## config.mk

```make
export PLATFORM = sky130hd
export DESIGN_NAME = acmst_top
export DESIGN_NICKNAME = d
export VERILOG_FILES = /design/src/logic/acmst_edge_watch.v /design/src/logic/acmst_sticky.v /design/src/logic/acmst_top.v
export VERILOG_INCLUDE_DIRS = /design/src /design/src/logic
export SDC_FILE = /design/constraint.sdc
export NUM_CORES = 1
export LEC_CHECK = 0
export CAP_MARGIN = 20
export CORE_ASPECT_RATIO = 1.2
export CORE_MARGIN = 2
export CORE_UTILIZATION = 44
export CTS_CLUSTER_SIZE = 20
export DETAILED_ROUTE_END_ITERATION = 7
export DONT_BUFFER_PORTS = 1
export PLACE_DENSITY_LB_ADDON = 0.2
export SLEW_MARGIN = 20
export SYNTH_ARGS = -nofsm -noshare
export SYNTH_HDL_FRONTEND = slang
export SYNTH_SLANG_ARGS = --single-unit
```

## constraint.sdc

```tcl
create_clock -name aclk -period 2.6 [get_ports aclk]
set_input_delay 0.26 -clock aclk [delete_from_list [all_inputs] [get_ports aclk]]
set_output_delay 0.26 -clock aclk [all_outputs]
set_load 0.05 [all_outputs]
```

## src/logic/acmst_map.vh

```
// register map, field positions and timing constants of the clock monitor
`ifndef ACMST_MAP_VH
`define ACMST_MAP_VH

// ----------------------------------------------------------------
// register indices (byte address is four times the index)
// ----------------------------------------------------------------
`define ACMST_IDX_LIVE 8'h5e
`define ACMST_IDX_LATCH 8'h5f
`define ACMST_IDX_CTRL 8'h60
`define ACMST_IDX_ISTAT 8'h61
`define ACMST_IDX_IMASK 8'h62
`define ACMST_AW 12
`define ACMST_IDX_HI 9
`define ACMST_IDX_LO 2

// ----------------------------------------------------------------
// live status bits
// ----------------------------------------------------------------
`define ACMST_LV_MCLK_HALT 6
`define ACMST_LV_PLL_UNLOCK 5
`define ACMST_LV_ABSENT 4
`define ACMST_LV_COMBO 3
`define ACMST_LV_MCLK_INV 2
`define ACMST_LV_SCLK_INV 1
`define ACMST_LV_SR_INV 0

// ----------------------------------------------------------------
// latched flag bits (interrupt status and mask share the layout)
// ----------------------------------------------------------------
`define ACMST_LT_HALT 4
`define ACMST_LT_MISSING 2
`define ACMST_LT_RESYNC 1
`define ACMST_LT_ERROR 0

// ----------------------------------------------------------------
// control bits and reset values
// ----------------------------------------------------------------
`define ACMST_CT_ERR_IGNORE 0
`define ACMST_CT_PLL_EN 1
`define ACMST_CTRL_RST 8'h02
`define ACMST_ZERO8 8'h00
`define ACMST_RESP_OKAY 2'b00
`define ACMST_RESP_SLVERR 2'b10

// ----------------------------------------------------------------
// timing
// ----------------------------------------------------------------
`define ACMST_CLK_NS 40
`define ACMST_MCLK_HALT_NS 2000
`define ACMST_SCLK_HALT_NS 4000
`define ACMST_LR_HALT_NS 100000
`define ACMST_FRAME_MIN_NS 10000
`define ACMST_FRAME_MAX_NS 32000
`define ACMST_RESYNC_FRAMES 3'h4
`define ACMST_LRLOW_MAX_BAD 10'h005
`define ACMST_SCLK_RATIO_MIN 10'h020
`define ACMST_SCLK_RATIO_MAX 10'h100

`endif

```

## src/logic/acmst_edge_watch.v

```verilog
// two-stage synchroniser, edge finder and halt timeout for one clock pin
module acmst_edge_watch #(
    parameter [12:0] HALT_CYC = 13'h0032
) (
    input wire aclk,
    input wire aresetn,
    input wire pin_in,
    output wire level,
    output wire rise,
    output wire fall,
    output wire halted
);
    reg sync_a_reg;
    reg sync_b_reg;
    reg prev_reg;
    reg [12:0] idle_reg;
    reg halted_reg;

    assign level = sync_b_reg;
    assign rise = sync_b_reg & ~prev_reg;
    assign fall = ~sync_b_reg & prev_reg;
    assign halted = halted_reg;

    always @(posedge aclk)
    begin
        if (!aresetn)
        begin
            sync_a_reg <= 1'b0;
            sync_b_reg <= 1'b0;
            prev_reg <= 1'b0;
            idle_reg <= 13'h0000;
            halted_reg <= 1'b1;
        end
        else
        begin
            sync_a_reg <= pin_in;
            sync_b_reg <= sync_a_reg;
            prev_reg <= sync_b_reg;
            if (sync_b_reg != prev_reg)
            begin
                idle_reg <= 13'h0000;
                halted_reg <= 1'b0;
            end
            else if (idle_reg >= HALT_CYC)
                halted_reg <= 1'b1;
            else
                idle_reg <= idle_reg + 13'h0001;
        end
    end
endmodule

```

## src/logic/acmst_sticky.v

```verilog
// vector of sticky flags; a set in the clearing cycle wins
module acmst_sticky #(
    parameter W = 8
) (
    input wire aclk,
    input wire aresetn,
    input wire [W-1:0] set_in,
    input wire [W-1:0] clr_in,
    output wire [W-1:0] flags
);
    reg [W-1:0] flag_reg;
    genvar i;

    assign flags = flag_reg;

    generate
        for (i = 0; i < W; i = i + 1)
        begin : g_bit
            always @(posedge aclk)
            begin
                if (!aresetn)
                    flag_reg[i] <= 1'b0;
                else
                    flag_reg[i] <= set_in[i] | (flag_reg[i] & ~clr_in[i]);
            end
        end
    endgenerate
endmodule

```

## src/logic/acmst_top.v

```verilog
// audio clock monitor: clock checks, live and latched status, axi4-lite slave
// Notes on behaviour
// - bit 5 shows pll unlocked, also whenever the pll is disabled.
// - bit 6 shows master clock halted, 0 while it toggles.
// - bit 4 is 1 only when frame and bit clocks both sit low.
// - bit 3 flags a rate and master ratio pair autoset cannot handle.
// - bit 2 flags a master clock ratio that cannot be detected.
// - bit 2 also flags frame clock low phase of five bit clocks or fewer.
// - bit 1 is 0 only for a stable bit clock ratio of 32 to 256.
// - bit 0 flags a sampling rate that cannot be detected.
// - error ignore setting suppresses the sampling rate invalid flag.
// - latched halt bit 4 holds until a read of the register clears it.
// - second register bit 2 shows frame and bit clocks both missing.
// - second register bit 1 is high while resynchronisation runs.
// - latched error bit 0 sets when a clock error starts while none stands, clears on read.
//
// Design decision made here: register access over AXI4-Lite.
`include "acmst_map.vh"

module acmst_top (
    input wire aclk,
    input wire aresetn,
    input wire mclk_pin,
    input wire sclk_pin,
    input wire lrclk_pin,
    input wire pll_locked,
    input wire [11:0] s_axi_awaddr,
    input wire s_axi_awvalid,
    output wire s_axi_awready,
    input wire [31:0] s_axi_wdata,
    input wire [3:0] s_axi_wstrb,
    input wire s_axi_wvalid,
    output wire s_axi_wready,
    output wire [1:0] s_axi_bresp,
    output wire s_axi_bvalid,
    input wire s_axi_bready,
    input wire [11:0] s_axi_araddr,
    input wire s_axi_arvalid,
    output wire s_axi_arready,
    output wire [31:0] s_axi_rdata,
    output wire [1:0] s_axi_rresp,
    output wire s_axi_rvalid,
    input wire s_axi_rready,
    output wire irq
);
    // ----------------------------------------------------------------
    // timing counts
    // ----------------------------------------------------------------
    // worked out at full width, then cut on purpose to the counter widths
    localparam [31:0] MCLK_HALT_W =
        (`ACMST_MCLK_HALT_NS + `ACMST_CLK_NS - 1) / `ACMST_CLK_NS;
    localparam [31:0] SCLK_HALT_W =
        (`ACMST_SCLK_HALT_NS + `ACMST_CLK_NS - 1) / `ACMST_CLK_NS;
    localparam [31:0] LR_HALT_W =
        (`ACMST_LR_HALT_NS + `ACMST_CLK_NS - 1) / `ACMST_CLK_NS;
    localparam [31:0] FRAME_MIN_W =
        (`ACMST_FRAME_MIN_NS + `ACMST_CLK_NS - 1) / `ACMST_CLK_NS;
    localparam [31:0] FRAME_MAX_W = `ACMST_FRAME_MAX_NS / `ACMST_CLK_NS;
    localparam [12:0] MCLK_HALT_CYC = MCLK_HALT_W[12:0];
    localparam [12:0] SCLK_HALT_CYC = SCLK_HALT_W[12:0];
    localparam [12:0] LR_HALT_CYC = LR_HALT_W[12:0];
    localparam [11:0] FRAME_MIN_CYC = FRAME_MIN_W[11:0];
    localparam [11:0] FRAME_MAX_CYC = FRAME_MAX_W[11:0];

    // ----------------------------------------------------------------
    // pin watchers
    // ----------------------------------------------------------------
    wire mclk_rise;
    wire mclk_halted;
    wire sclk_level;
    wire sclk_rise;
    wire sclk_halted;
    wire lr_level;
    wire lr_rise;
    wire lr_fall;
    wire lr_halted;

    acmst_edge_watch #(.HALT_CYC(MCLK_HALT_CYC)) u_mclk (
        .aclk(aclk),
        .aresetn(aresetn),
        .pin_in(mclk_pin),
        .level(),
        .rise(mclk_rise),
        .fall(),
        .halted(mclk_halted)
    );

    acmst_edge_watch #(.HALT_CYC(SCLK_HALT_CYC)) u_sclk (
        .aclk(aclk),
        .aresetn(aresetn),
        .pin_in(sclk_pin),
        .level(sclk_level),
        .rise(sclk_rise),
        .fall(),
        .halted(sclk_halted)
    );

    acmst_edge_watch #(.HALT_CYC(LR_HALT_CYC)) u_lrclk (
        .aclk(aclk),
        .aresetn(aresetn),
        .pin_in(lrclk_pin),
        .level(lr_level),
        .rise(lr_rise),
        .fall(lr_fall),
        .halted(lr_halted)
    );

    // pll lock comes from the analog macro, so it is synchronised here
    reg lock_a_reg;
    reg lock_b_reg;

    // ----------------------------------------------------------------
    // per-frame measurement, restarted on each frame clock rise, low phase count on each fall
    // ----------------------------------------------------------------
    reg [11:0] frame_cnt_reg;
    reg [11:0] mclk_cnt_reg;
    reg [9:0] sclk_cnt_reg;
    reg [9:0] lrlow_cnt_reg;
    reg [11:0] frame_len_reg;
    reg [11:0] mclk_ratio_reg;
    reg [9:0] sclk_ratio_reg;
    reg [9:0] lrlow_len_reg;
    reg sclk_stable_reg;

    always @(posedge aclk)
    begin
        if (!aresetn)
        begin
            lock_a_reg <= 1'b0;
            lock_b_reg <= 1'b0;
            frame_cnt_reg <= 12'h000;
            mclk_cnt_reg <= 12'h000;
            sclk_cnt_reg <= 10'h000;
            lrlow_cnt_reg <= 10'h000;
            frame_len_reg <= 12'h000;
            mclk_ratio_reg <= 12'h000;
            sclk_ratio_reg <= 10'h000;
            lrlow_len_reg <= 10'h000;
            sclk_stable_reg <= 1'b0;
        end
        else
        begin
            lock_a_reg <= pll_locked;
            lock_b_reg <= lock_a_reg;
            if (lr_rise)
            begin
                frame_len_reg <= frame_cnt_reg;
                mclk_ratio_reg <= mclk_cnt_reg;
                sclk_ratio_reg <= sclk_cnt_reg;
                lrlow_len_reg <= lrlow_cnt_reg;
                sclk_stable_reg <= (sclk_cnt_reg == sclk_ratio_reg);
                frame_cnt_reg <= 12'h001;
                mclk_cnt_reg <= {11'h000, mclk_rise};
                sclk_cnt_reg <= {9'h000, sclk_rise};
            end
            else
            begin
                // saturate so a slow frame never wraps into a legal count
                if (frame_cnt_reg != 12'hfff)
                    frame_cnt_reg <= frame_cnt_reg + 12'h001;
                if (mclk_rise && mclk_cnt_reg != 12'hfff)
                    mclk_cnt_reg <= mclk_cnt_reg + 12'h001;
                if (sclk_rise && sclk_cnt_reg != 10'h3ff)
                    sclk_cnt_reg <= sclk_cnt_reg + 10'h001;
            end
            if (lr_fall)
                lrlow_cnt_reg <= 10'h000;
            else if (!lr_level && sclk_rise && lrlow_cnt_reg != 10'h3ff)
                lrlow_cnt_reg <= lrlow_cnt_reg + 10'h001;
        end
    end

    // master clock ratios that autoset recognises
    function ratio_known;
        input [11:0] r;
        begin
            case (r)
                12'h080, 12'h0c0, 12'h100, 12'h180, 12'h200, 12'h300,
                12'h400, 12'h480, 12'h600, 12'h800, 12'hc00: ratio_known = 1'b1;
                default: ratio_known = 1'b0;
            endcase
        end
    endfunction

    // ----------------------------------------------------------------
    // control register and live conditions
    // ----------------------------------------------------------------
    reg [7:0] ctrl_reg;
    reg [6:0] live_reg;
    reg err_any_reg;
    reg [2:0] resync_cnt_reg;
    reg absent_prev_reg;
    reg halt_prev_reg;

    wire pll_unlocked = ~ctrl_reg[`ACMST_CT_PLL_EN] | ~lock_b_reg;
    wire absent = lr_halted & sclk_halted & ~lr_level & ~sclk_level;
    wire sr_bad = lr_halted | (frame_len_reg < FRAME_MIN_CYC) |
        (frame_len_reg > FRAME_MAX_CYC);
    wire mratio_bad = mclk_halted | lr_halted | ~ratio_known(mclk_ratio_reg);
    wire lrlow_short = lrlow_len_reg <= `ACMST_LRLOW_MAX_BAD;
    wire sclk_bad = sclk_halted | lr_halted | ~sclk_stable_reg |
        (sclk_ratio_reg < `ACMST_SCLK_RATIO_MIN) |
        (sclk_ratio_reg > `ACMST_SCLK_RATIO_MAX);

    reg [6:0] live_next;
    always @*
    begin
        live_next = 7'h00;
        live_next[`ACMST_LV_MCLK_HALT] = mclk_halted;
        live_next[`ACMST_LV_PLL_UNLOCK] = pll_unlocked;
        live_next[`ACMST_LV_ABSENT] = absent;
        live_next[`ACMST_LV_COMBO] = sr_bad | mratio_bad;
        live_next[`ACMST_LV_MCLK_INV] = mratio_bad | lrlow_short;
        live_next[`ACMST_LV_SCLK_INV] = sclk_bad;
        // an ignored error lets the converter run on, so it is not shown
        live_next[`ACMST_LV_SR_INV] = sr_bad & ~ctrl_reg[`ACMST_CT_ERR_IGNORE];
    end

    wire err_any = |live_next;
    wire err_event = err_any & ~err_any_reg;
    wire halt_event = mclk_halted & ~halt_prev_reg;
    wire absent_event = absent & ~absent_prev_reg;
    wire resync_busy = resync_cnt_reg != 3'h0;
    wire resync_done = lr_rise & ~err_any & (resync_cnt_reg == 3'h1);

    // live bits only ever follow their conditions, never the bus
    always @(posedge aclk)
    begin
        if (!aresetn)
        begin
            live_reg <= 7'h00;
            err_any_reg <= 1'b0;
            halt_prev_reg <= 1'b0;
            absent_prev_reg <= 1'b0;
            resync_cnt_reg <= `ACMST_RESYNC_FRAMES;
        end
        else
        begin
            live_reg <= live_next;
            err_any_reg <= err_any;
            halt_prev_reg <= mclk_halted;
            absent_prev_reg <= absent;
            // resync re-arms on any error and runs down over clean frames
            if (err_any)
                resync_cnt_reg <= `ACMST_RESYNC_FRAMES;
            else if (lr_rise && resync_busy)
                resync_cnt_reg <= resync_cnt_reg - 3'h1;
        end
    end

    // ----------------------------------------------------------------
    // axi4-lite slave
    // ----------------------------------------------------------------
    reg aw_held_reg;
    reg [7:0] aw_idx_reg;
    reg aw_ok_reg;
    reg w_held_reg;
    reg [7:0] w_data_reg;
    reg w_lane_reg;
    reg bvalid_reg;
    reg [1:0] bresp_reg;
    reg rvalid_reg;
    reg [7:0] rdata_reg;
    reg [1:0] rresp_reg;
    reg [7:0] imask_reg;
    reg irq_reg;

    wire aw_take = s_axi_awvalid & ~aw_held_reg & ~bvalid_reg;
    wire w_take = s_axi_wvalid & ~w_held_reg & ~bvalid_reg;
    wire do_write = aw_held_reg & w_held_reg & ~bvalid_reg;
    wire ar_take = s_axi_arvalid & ~rvalid_reg;
    wire [7:0] ar_idx = s_axi_araddr[`ACMST_IDX_HI:`ACMST_IDX_LO];
    wire ar_ok = (s_axi_araddr[11:10] == 2'h0) & (s_axi_araddr[1:0] == 2'h0);
    wire [7:0] aw_idx = s_axi_awaddr[`ACMST_IDX_HI:`ACMST_IDX_LO];
    wire aw_ok = (s_axi_awaddr[11:10] == 2'h0) & (s_axi_awaddr[1:0] == 2'h0);

    assign s_axi_awready = ~aw_held_reg & ~bvalid_reg;
    assign s_axi_wready = ~w_held_reg & ~bvalid_reg;
    assign s_axi_bvalid = bvalid_reg;
    assign s_axi_bresp = bresp_reg;
    assign s_axi_arready = ~rvalid_reg;
    assign s_axi_rvalid = rvalid_reg;
    assign s_axi_rresp = rresp_reg;
    assign s_axi_rdata = {24'h000000, rdata_reg};
    assign irq = irq_reg;

    // ----------------------------------------------------------------
    // latched flags and interrupt status
    // ----------------------------------------------------------------
    wire [7:0] latch_flags;
    wire [7:0] istat_flags;
    wire rd_latch = ar_take & ar_ok & (ar_idx == `ACMST_IDX_LATCH);
    wire wr_istat = do_write & aw_ok_reg & w_lane_reg &
        (aw_idx_reg == `ACMST_IDX_ISTAT);

    reg [7:0] latch_set;
    reg [7:0] event_vec;
    always @*
    begin
        latch_set = `ACMST_ZERO8;
        latch_set[`ACMST_LT_HALT] = halt_event;
        latch_set[`ACMST_LT_ERROR] = err_event;
        event_vec = latch_set;
        event_vec[`ACMST_LT_MISSING] = absent_event;
        event_vec[`ACMST_LT_RESYNC] = resync_done;
    end

    // the reading cycle captures the flags before they clear
    acmst_sticky #(.W(8)) u_latch (
        .aclk(aclk),
        .aresetn(aresetn),
        .set_in(latch_set),
        .clr_in({8{rd_latch}}),
        .flags(latch_flags)
    );

    acmst_sticky #(.W(8)) u_istat (
        .aclk(aclk),
        .aresetn(aresetn),
        .set_in(event_vec),
        .clr_in(wr_istat ? w_data_reg : `ACMST_ZERO8),
        .flags(istat_flags)
    );

    reg [7:0] latch_view;
    reg [7:0] rd_mux;
    reg rd_hit;
    always @*
    begin
        latch_view = `ACMST_ZERO8;
        latch_view[`ACMST_LT_HALT] = latch_flags[`ACMST_LT_HALT];
        latch_view[`ACMST_LT_MISSING] = live_reg[`ACMST_LV_ABSENT];
        latch_view[`ACMST_LT_RESYNC] = resync_busy;
        latch_view[`ACMST_LT_ERROR] = latch_flags[`ACMST_LT_ERROR];
        rd_hit = ar_ok;
        case (ar_idx)
            `ACMST_IDX_LIVE: rd_mux = {1'b0, live_reg};
            `ACMST_IDX_LATCH: rd_mux = latch_view;
            `ACMST_IDX_CTRL: rd_mux = ctrl_reg;
            `ACMST_IDX_ISTAT: rd_mux = istat_flags;
            `ACMST_IDX_IMASK: rd_mux = imask_reg;
            default:
            begin
                rd_mux = `ACMST_ZERO8;
                rd_hit = 1'b0;
            end
        endcase
        if (!ar_ok)
            rd_mux = `ACMST_ZERO8;
    end

    reg wr_hit;
    always @*
    begin
        case (aw_idx_reg)
            `ACMST_IDX_LIVE, `ACMST_IDX_LATCH, `ACMST_IDX_CTRL,
            `ACMST_IDX_ISTAT, `ACMST_IDX_IMASK: wr_hit = aw_ok_reg;
            default: wr_hit = 1'b0;
        endcase
    end

    always @(posedge aclk)
    begin
        if (!aresetn)
        begin
            aw_held_reg <= 1'b0;
            aw_idx_reg <= `ACMST_ZERO8;
            aw_ok_reg <= 1'b0;
            w_held_reg <= 1'b0;
            w_data_reg <= `ACMST_ZERO8;
            w_lane_reg <= 1'b0;
            bvalid_reg <= 1'b0;
            bresp_reg <= `ACMST_RESP_OKAY;
            rvalid_reg <= 1'b0;
            rdata_reg <= `ACMST_ZERO8;
            rresp_reg <= `ACMST_RESP_OKAY;
            ctrl_reg <= `ACMST_CTRL_RST;
            imask_reg <= `ACMST_ZERO8;
            irq_reg <= 1'b0;
        end
        else
        begin
            irq_reg <= |(istat_flags & imask_reg);
            if (aw_take)
            begin
                aw_held_reg <= 1'b1;
                aw_idx_reg <= aw_idx;
                aw_ok_reg <= aw_ok;
            end
            if (w_take)
            begin
                w_held_reg <= 1'b1;
                w_data_reg <= s_axi_wdata[7:0];
                w_lane_reg <= s_axi_wstrb[0];
            end
            if (do_write)
            begin
                aw_held_reg <= 1'b0;
                w_held_reg <= 1'b0;
                bvalid_reg <= 1'b1;
                bresp_reg <= wr_hit ? `ACMST_RESP_OKAY : `ACMST_RESP_SLVERR;
                // live and latched registers ignore writes; only byte lane 0 carries data
                if (wr_hit && w_lane_reg)
                begin
                    if (aw_idx_reg == `ACMST_IDX_CTRL)
                        ctrl_reg <= w_data_reg;
                    if (aw_idx_reg == `ACMST_IDX_IMASK)
                        imask_reg <= w_data_reg;
                end
            end
            else if (bvalid_reg && s_axi_bready)
                bvalid_reg <= 1'b0;
            if (ar_take)
            begin
                rvalid_reg <= 1'b1;
                rdata_reg <= rd_mux;
                rresp_reg <= rd_hit ? `ACMST_RESP_OKAY : `ACMST_RESP_SLVERR;
            end
            else if (rvalid_reg && s_axi_rready)
                rvalid_reg <= 1'b0;
        end
    end
endmodule

```

==> impl_summary.log <==
[metrics] most frequent standard cell in the layout excluding fill and tap cells: sky130_fd_sc_hd__dfxtp_1
[metrics] total DRC errors in the routed layout: 0
[metrics] clock slew at the register clock pins of the worst setup and hold paths: 0.06 ns
[metrics] internal reg-to-reg setup slack: 0.35 ns
[metrics] highest ir drop seen on vdd: 0.4892 mV
[metrics] HPWL Detailed: 12930 um
[metrics] areal power density over the cells: 683.7 nW/um^2
[metrics] post-layout total power: 7.077 mW
[metrics] count of flip-flops with a built-in enable after synthesis: 0
[metrics] CP Data Required Time: about 3 ns
[metrics] die boundary width: 135.2 um
[metrics] synthesis warning total: 0
[metrics] initial cell density of the core: 0.4487
[metrics] post-detailed-routing wire length: a little under 20000 um
[metrics] largest incremental delay on the critical path: between 0.5 and 0.6 ns
[metrics] count of endpoints failing hold in the final timing report: 0
[metrics] Total GRT Usage: 0.1761
[metrics] FFs w/ async S/R, synth: 0
[metrics] count of maximum capacitance violations: 0
[metrics] element type at the critical path end: flop
[metrics] CP startpoint kind: flop
[metrics] worst slew slack as a fraction of its limit: 0.5516
[metrics] number of unique standard cell types used by synthesis: 65
[metrics] post-layout net count: between 1000 and 1500
[metrics] count of pins over their slew limit: 0
[metrics] Filler Cells Inserted: between 1500 and 2000
[metrics] worst endpoint data arrival time: 2.65 ns
[metrics] Placer Congestion: 0.7747
[metrics] Post-Route Hold Slack: 0.03987 ns
[metrics] vias: 6880
[metrics] GR Overflow Total: 0
[metrics] Antenna Violating Nets Remaining: 0
[metrics] number of placed instances, taps included: approximately 1200
[metrics] CTS Root Cell: sky130_fd_sc_hd__clkbuf_16
[metrics] unrepaired setup endpoints after global routing: false
[metrics] wire length per cell after detailed routing: 14.68 um
[metrics] Yosys top cell by area: sky130_fd_sc_hd__dfxtp_1
[metrics] pre-CTS setup slack: roughly 0.36 ns
[metrics] type of the tightest min-delay check: in -> reg
[metrics] global-route wire length before repair: 31970 um
[metrics] Layout Cell Area excl Fill: 10350 um^2
[metrics] clock latency reported for the late side of the worst-skew pair: between 0.5 and 0.6 ns
[metrics] Vias per Instance: 5.216
[metrics] via count of the first global-routing pass: 6647
[metrics] Max Buffers Root-to-Sink: 3
[metrics] initial antenna violation count: 0
[metrics] peak clock frequency supported by timing: 445.1 MHz
[metrics] cell area after technology mapping: just over 9000 um^2
[metrics] Post-CTS Setup Bufs: 0
[metrics] number of standard cells in the final layout excluding fillers: 1319
[metrics] TritonCTS buffer count: 23
[metrics] crit path cell chain: or4_4, a211o_4, a2111oi_4, a31oi_1, a41o_1
[metrics] Top FF cell, synth: sky130_fd_sc_hd__dfxtp_1
[metrics] type of the worst setup path: reg -> reg
[metrics] IO Count: 113
[metrics] setup TNS: 0 ns
[metrics] CTS tree: done
[metrics] Leak Pwr: 3.921 nW
[metrics] syn avg cell area: 8.989 um^2
[metrics] # setup viols final: 0
[metrics] number of cells upsized or downsized after cts: 0
[metrics] Max Clock Skew: 0.01845 ns
[metrics] Die Area: roughly 22000 um^2
[metrics] cell types with the largest area share after synthesis: sky130_fd_sc_hd__dfxtp_1 (46%), sky130_fd_sc_hd__mux2i_1 (8.0%), sky130_fd_sc_hd__nor2_1 (6.0%)
[metrics] antenna cells: 0
[metrics] Synth-to-Final Area Change: 13.91%
[metrics] highest-delay cell along the critical path: sky130_fd_sc_hd__or4_4
[metrics] count of state elements after synthesis: 211
[metrics] Final Cycle Share: 0.8642
[metrics] portion of the post-synthesis area used by sequential elements: 0.4648
[metrics] least setup slack across all paths after layout: 0.3531 ns
[metrics] top library cells by usage in the layout, fill and taps aside: sky130_fd_sc_hd__dfxtp_1 (211), sky130_fd_sc_hd__nor2_1 (145), sky130_fd_sc_hd__nand2_1 (89)
[metrics] slew at the pin closest to its max-slew limit: 0.6632 ns
[metrics] area of placed instances: 9280 um^2
[metrics] run status: completed
[metrics] number of H-tree levels: 1
[metrics] DRC violation total after the first TritonRoute iteration: around 320
[metrics] Synth top area share: 0.4648
[metrics] Post-Route Utilization: 0.5111
[metrics] Rows: 57
[metrics] IO buf count: 0
[metrics] share of post-route cells with drive strength above 1: 0.06736
[metrics] clock sink count: 211
[metrics] Die Y: 161.4 um
[metrics] clock period minus worst slack: about 2.2 ns
[metrics] Core Area: 20250 um^2
[metrics] pin count of the biggest net entering global routing: 54
[metrics] largest fanout on the critical path: 7
[metrics] number of cells produced by synthesis: about 1000
[metrics] DR pass1 iterations: 5
[power breakdown]
group | total [mW] | internal, mW | switching [mW]
sequential | 3.38 | 3.31 | 0.0726
combinational | 0.454 | 0.149 | 0.305
clock | 3.24 | 1.92 | 1.33
total | 7.08 | 5.37 | 1.70
[path summary, 6_finish.rpt]
check | startpoint | cells past startpoint | endpoint
worst max-delay path | u_lrclk.idle_reg[3] | 5 | u_lrclk.idle_reg[8]
worst min-delay path | aresetn | 2 | u_istat.flags[1]
worst max register to register | u_lrclk.idle_reg[3] | 5 | u_lrclk.idle_reg[8]
worst min register to register | u_sclk.sync_a_reg | 1 | u_sclk.level
[critical path: cells and delay by family, from the launching register on]
family / cells / cell delay (ns)
compound gates: 4 / 1.22
flops: 1 / 0.38
simple gates: 1 / 0.54
[synth_stat cells (9+ instances only)]
| library cell | instances |
|---|---|
| sky130_fd_sc_hd__a211oi_1 | 9 |
| sky130_fd_sc_hd__and2_1 | 20 |
| sky130_fd_sc_hd__nor3_1 | 13 |
| sky130_fd_sc_hd__and4_1 | 9 |
| sky130_fd_sc_hd__nand4_1 | 23 |
| sky130_fd_sc_hd__nand2_1 | 89 |
| sky130_fd_sc_hd__nand3_1 | 30 |
| sky130_fd_sc_hd__a21oi_1 | 56 |
| sky130_fd_sc_hd__o21ai_0 | 27 |
| sky130_fd_sc_hd__inv_1 | 23 |
| sky130_fd_sc_hd__and3_1 | 33 |
| sky130_fd_sc_hd__buf_4 | 26 |
| sky130_fd_sc_hd__xnor2_1 | 27 |
| sky130_fd_sc_hd__xor2_1 | 22 |
| sky130_fd_sc_hd__mux2i_1 | 73 |
| sky130_fd_sc_hd__nor4_1 | 13 |
| sky130_fd_sc_hd__nor2_1 | 145 |
| sky130_fd_sc_hd__clkbuf_1 | 31 |
| sky130_fd_sc_hd__ha_1 | 17 |
| sky130_fd_sc_hd__dfxtp_1 | 211 |
[per-layer routing]
layer  routed length [um]  GRT usage  vias to the layer above
met5                    0          0                        -
met4                  347    0.04593                        0
met3                  968    0.02950                       28
met2                 9156     0.3066                      141
met1                 8894     0.2257                     3195
li1                     -          -                     3516
[final cells by class]
cell class / count / area (um^2) / area share
clock inverters: 7 / 80.08 / 0.007736
clock buffers: 35 / 680.7 / 0.06576
repair buffers: 43 / 432.9 / 0.04182
flip-flops and latches: 211 / 4224 / 0.4081
multi-input cells: 734 / 4512 / 0.4359
well taps: 265 / 331.6 / 0.03203
inverters: 24 / 90.09 / 0.008703
[cell families after synthesis]
group,synth area share
compound gates,0.1037
simple gates,0.2258
flops,0.4648
mux,0.08536
xor+xnor,0.04723
buf+inv,0.04929
fa+ha+maj,0.02341
other cells,0.0004127
[repair_timing]
item	in CTS	in global routing
setup endpoints to repair	0	0
hold buffers	30	0
hold endpoints to repair	69	0
Note: power is estimated with default switching activity, not from simulation.
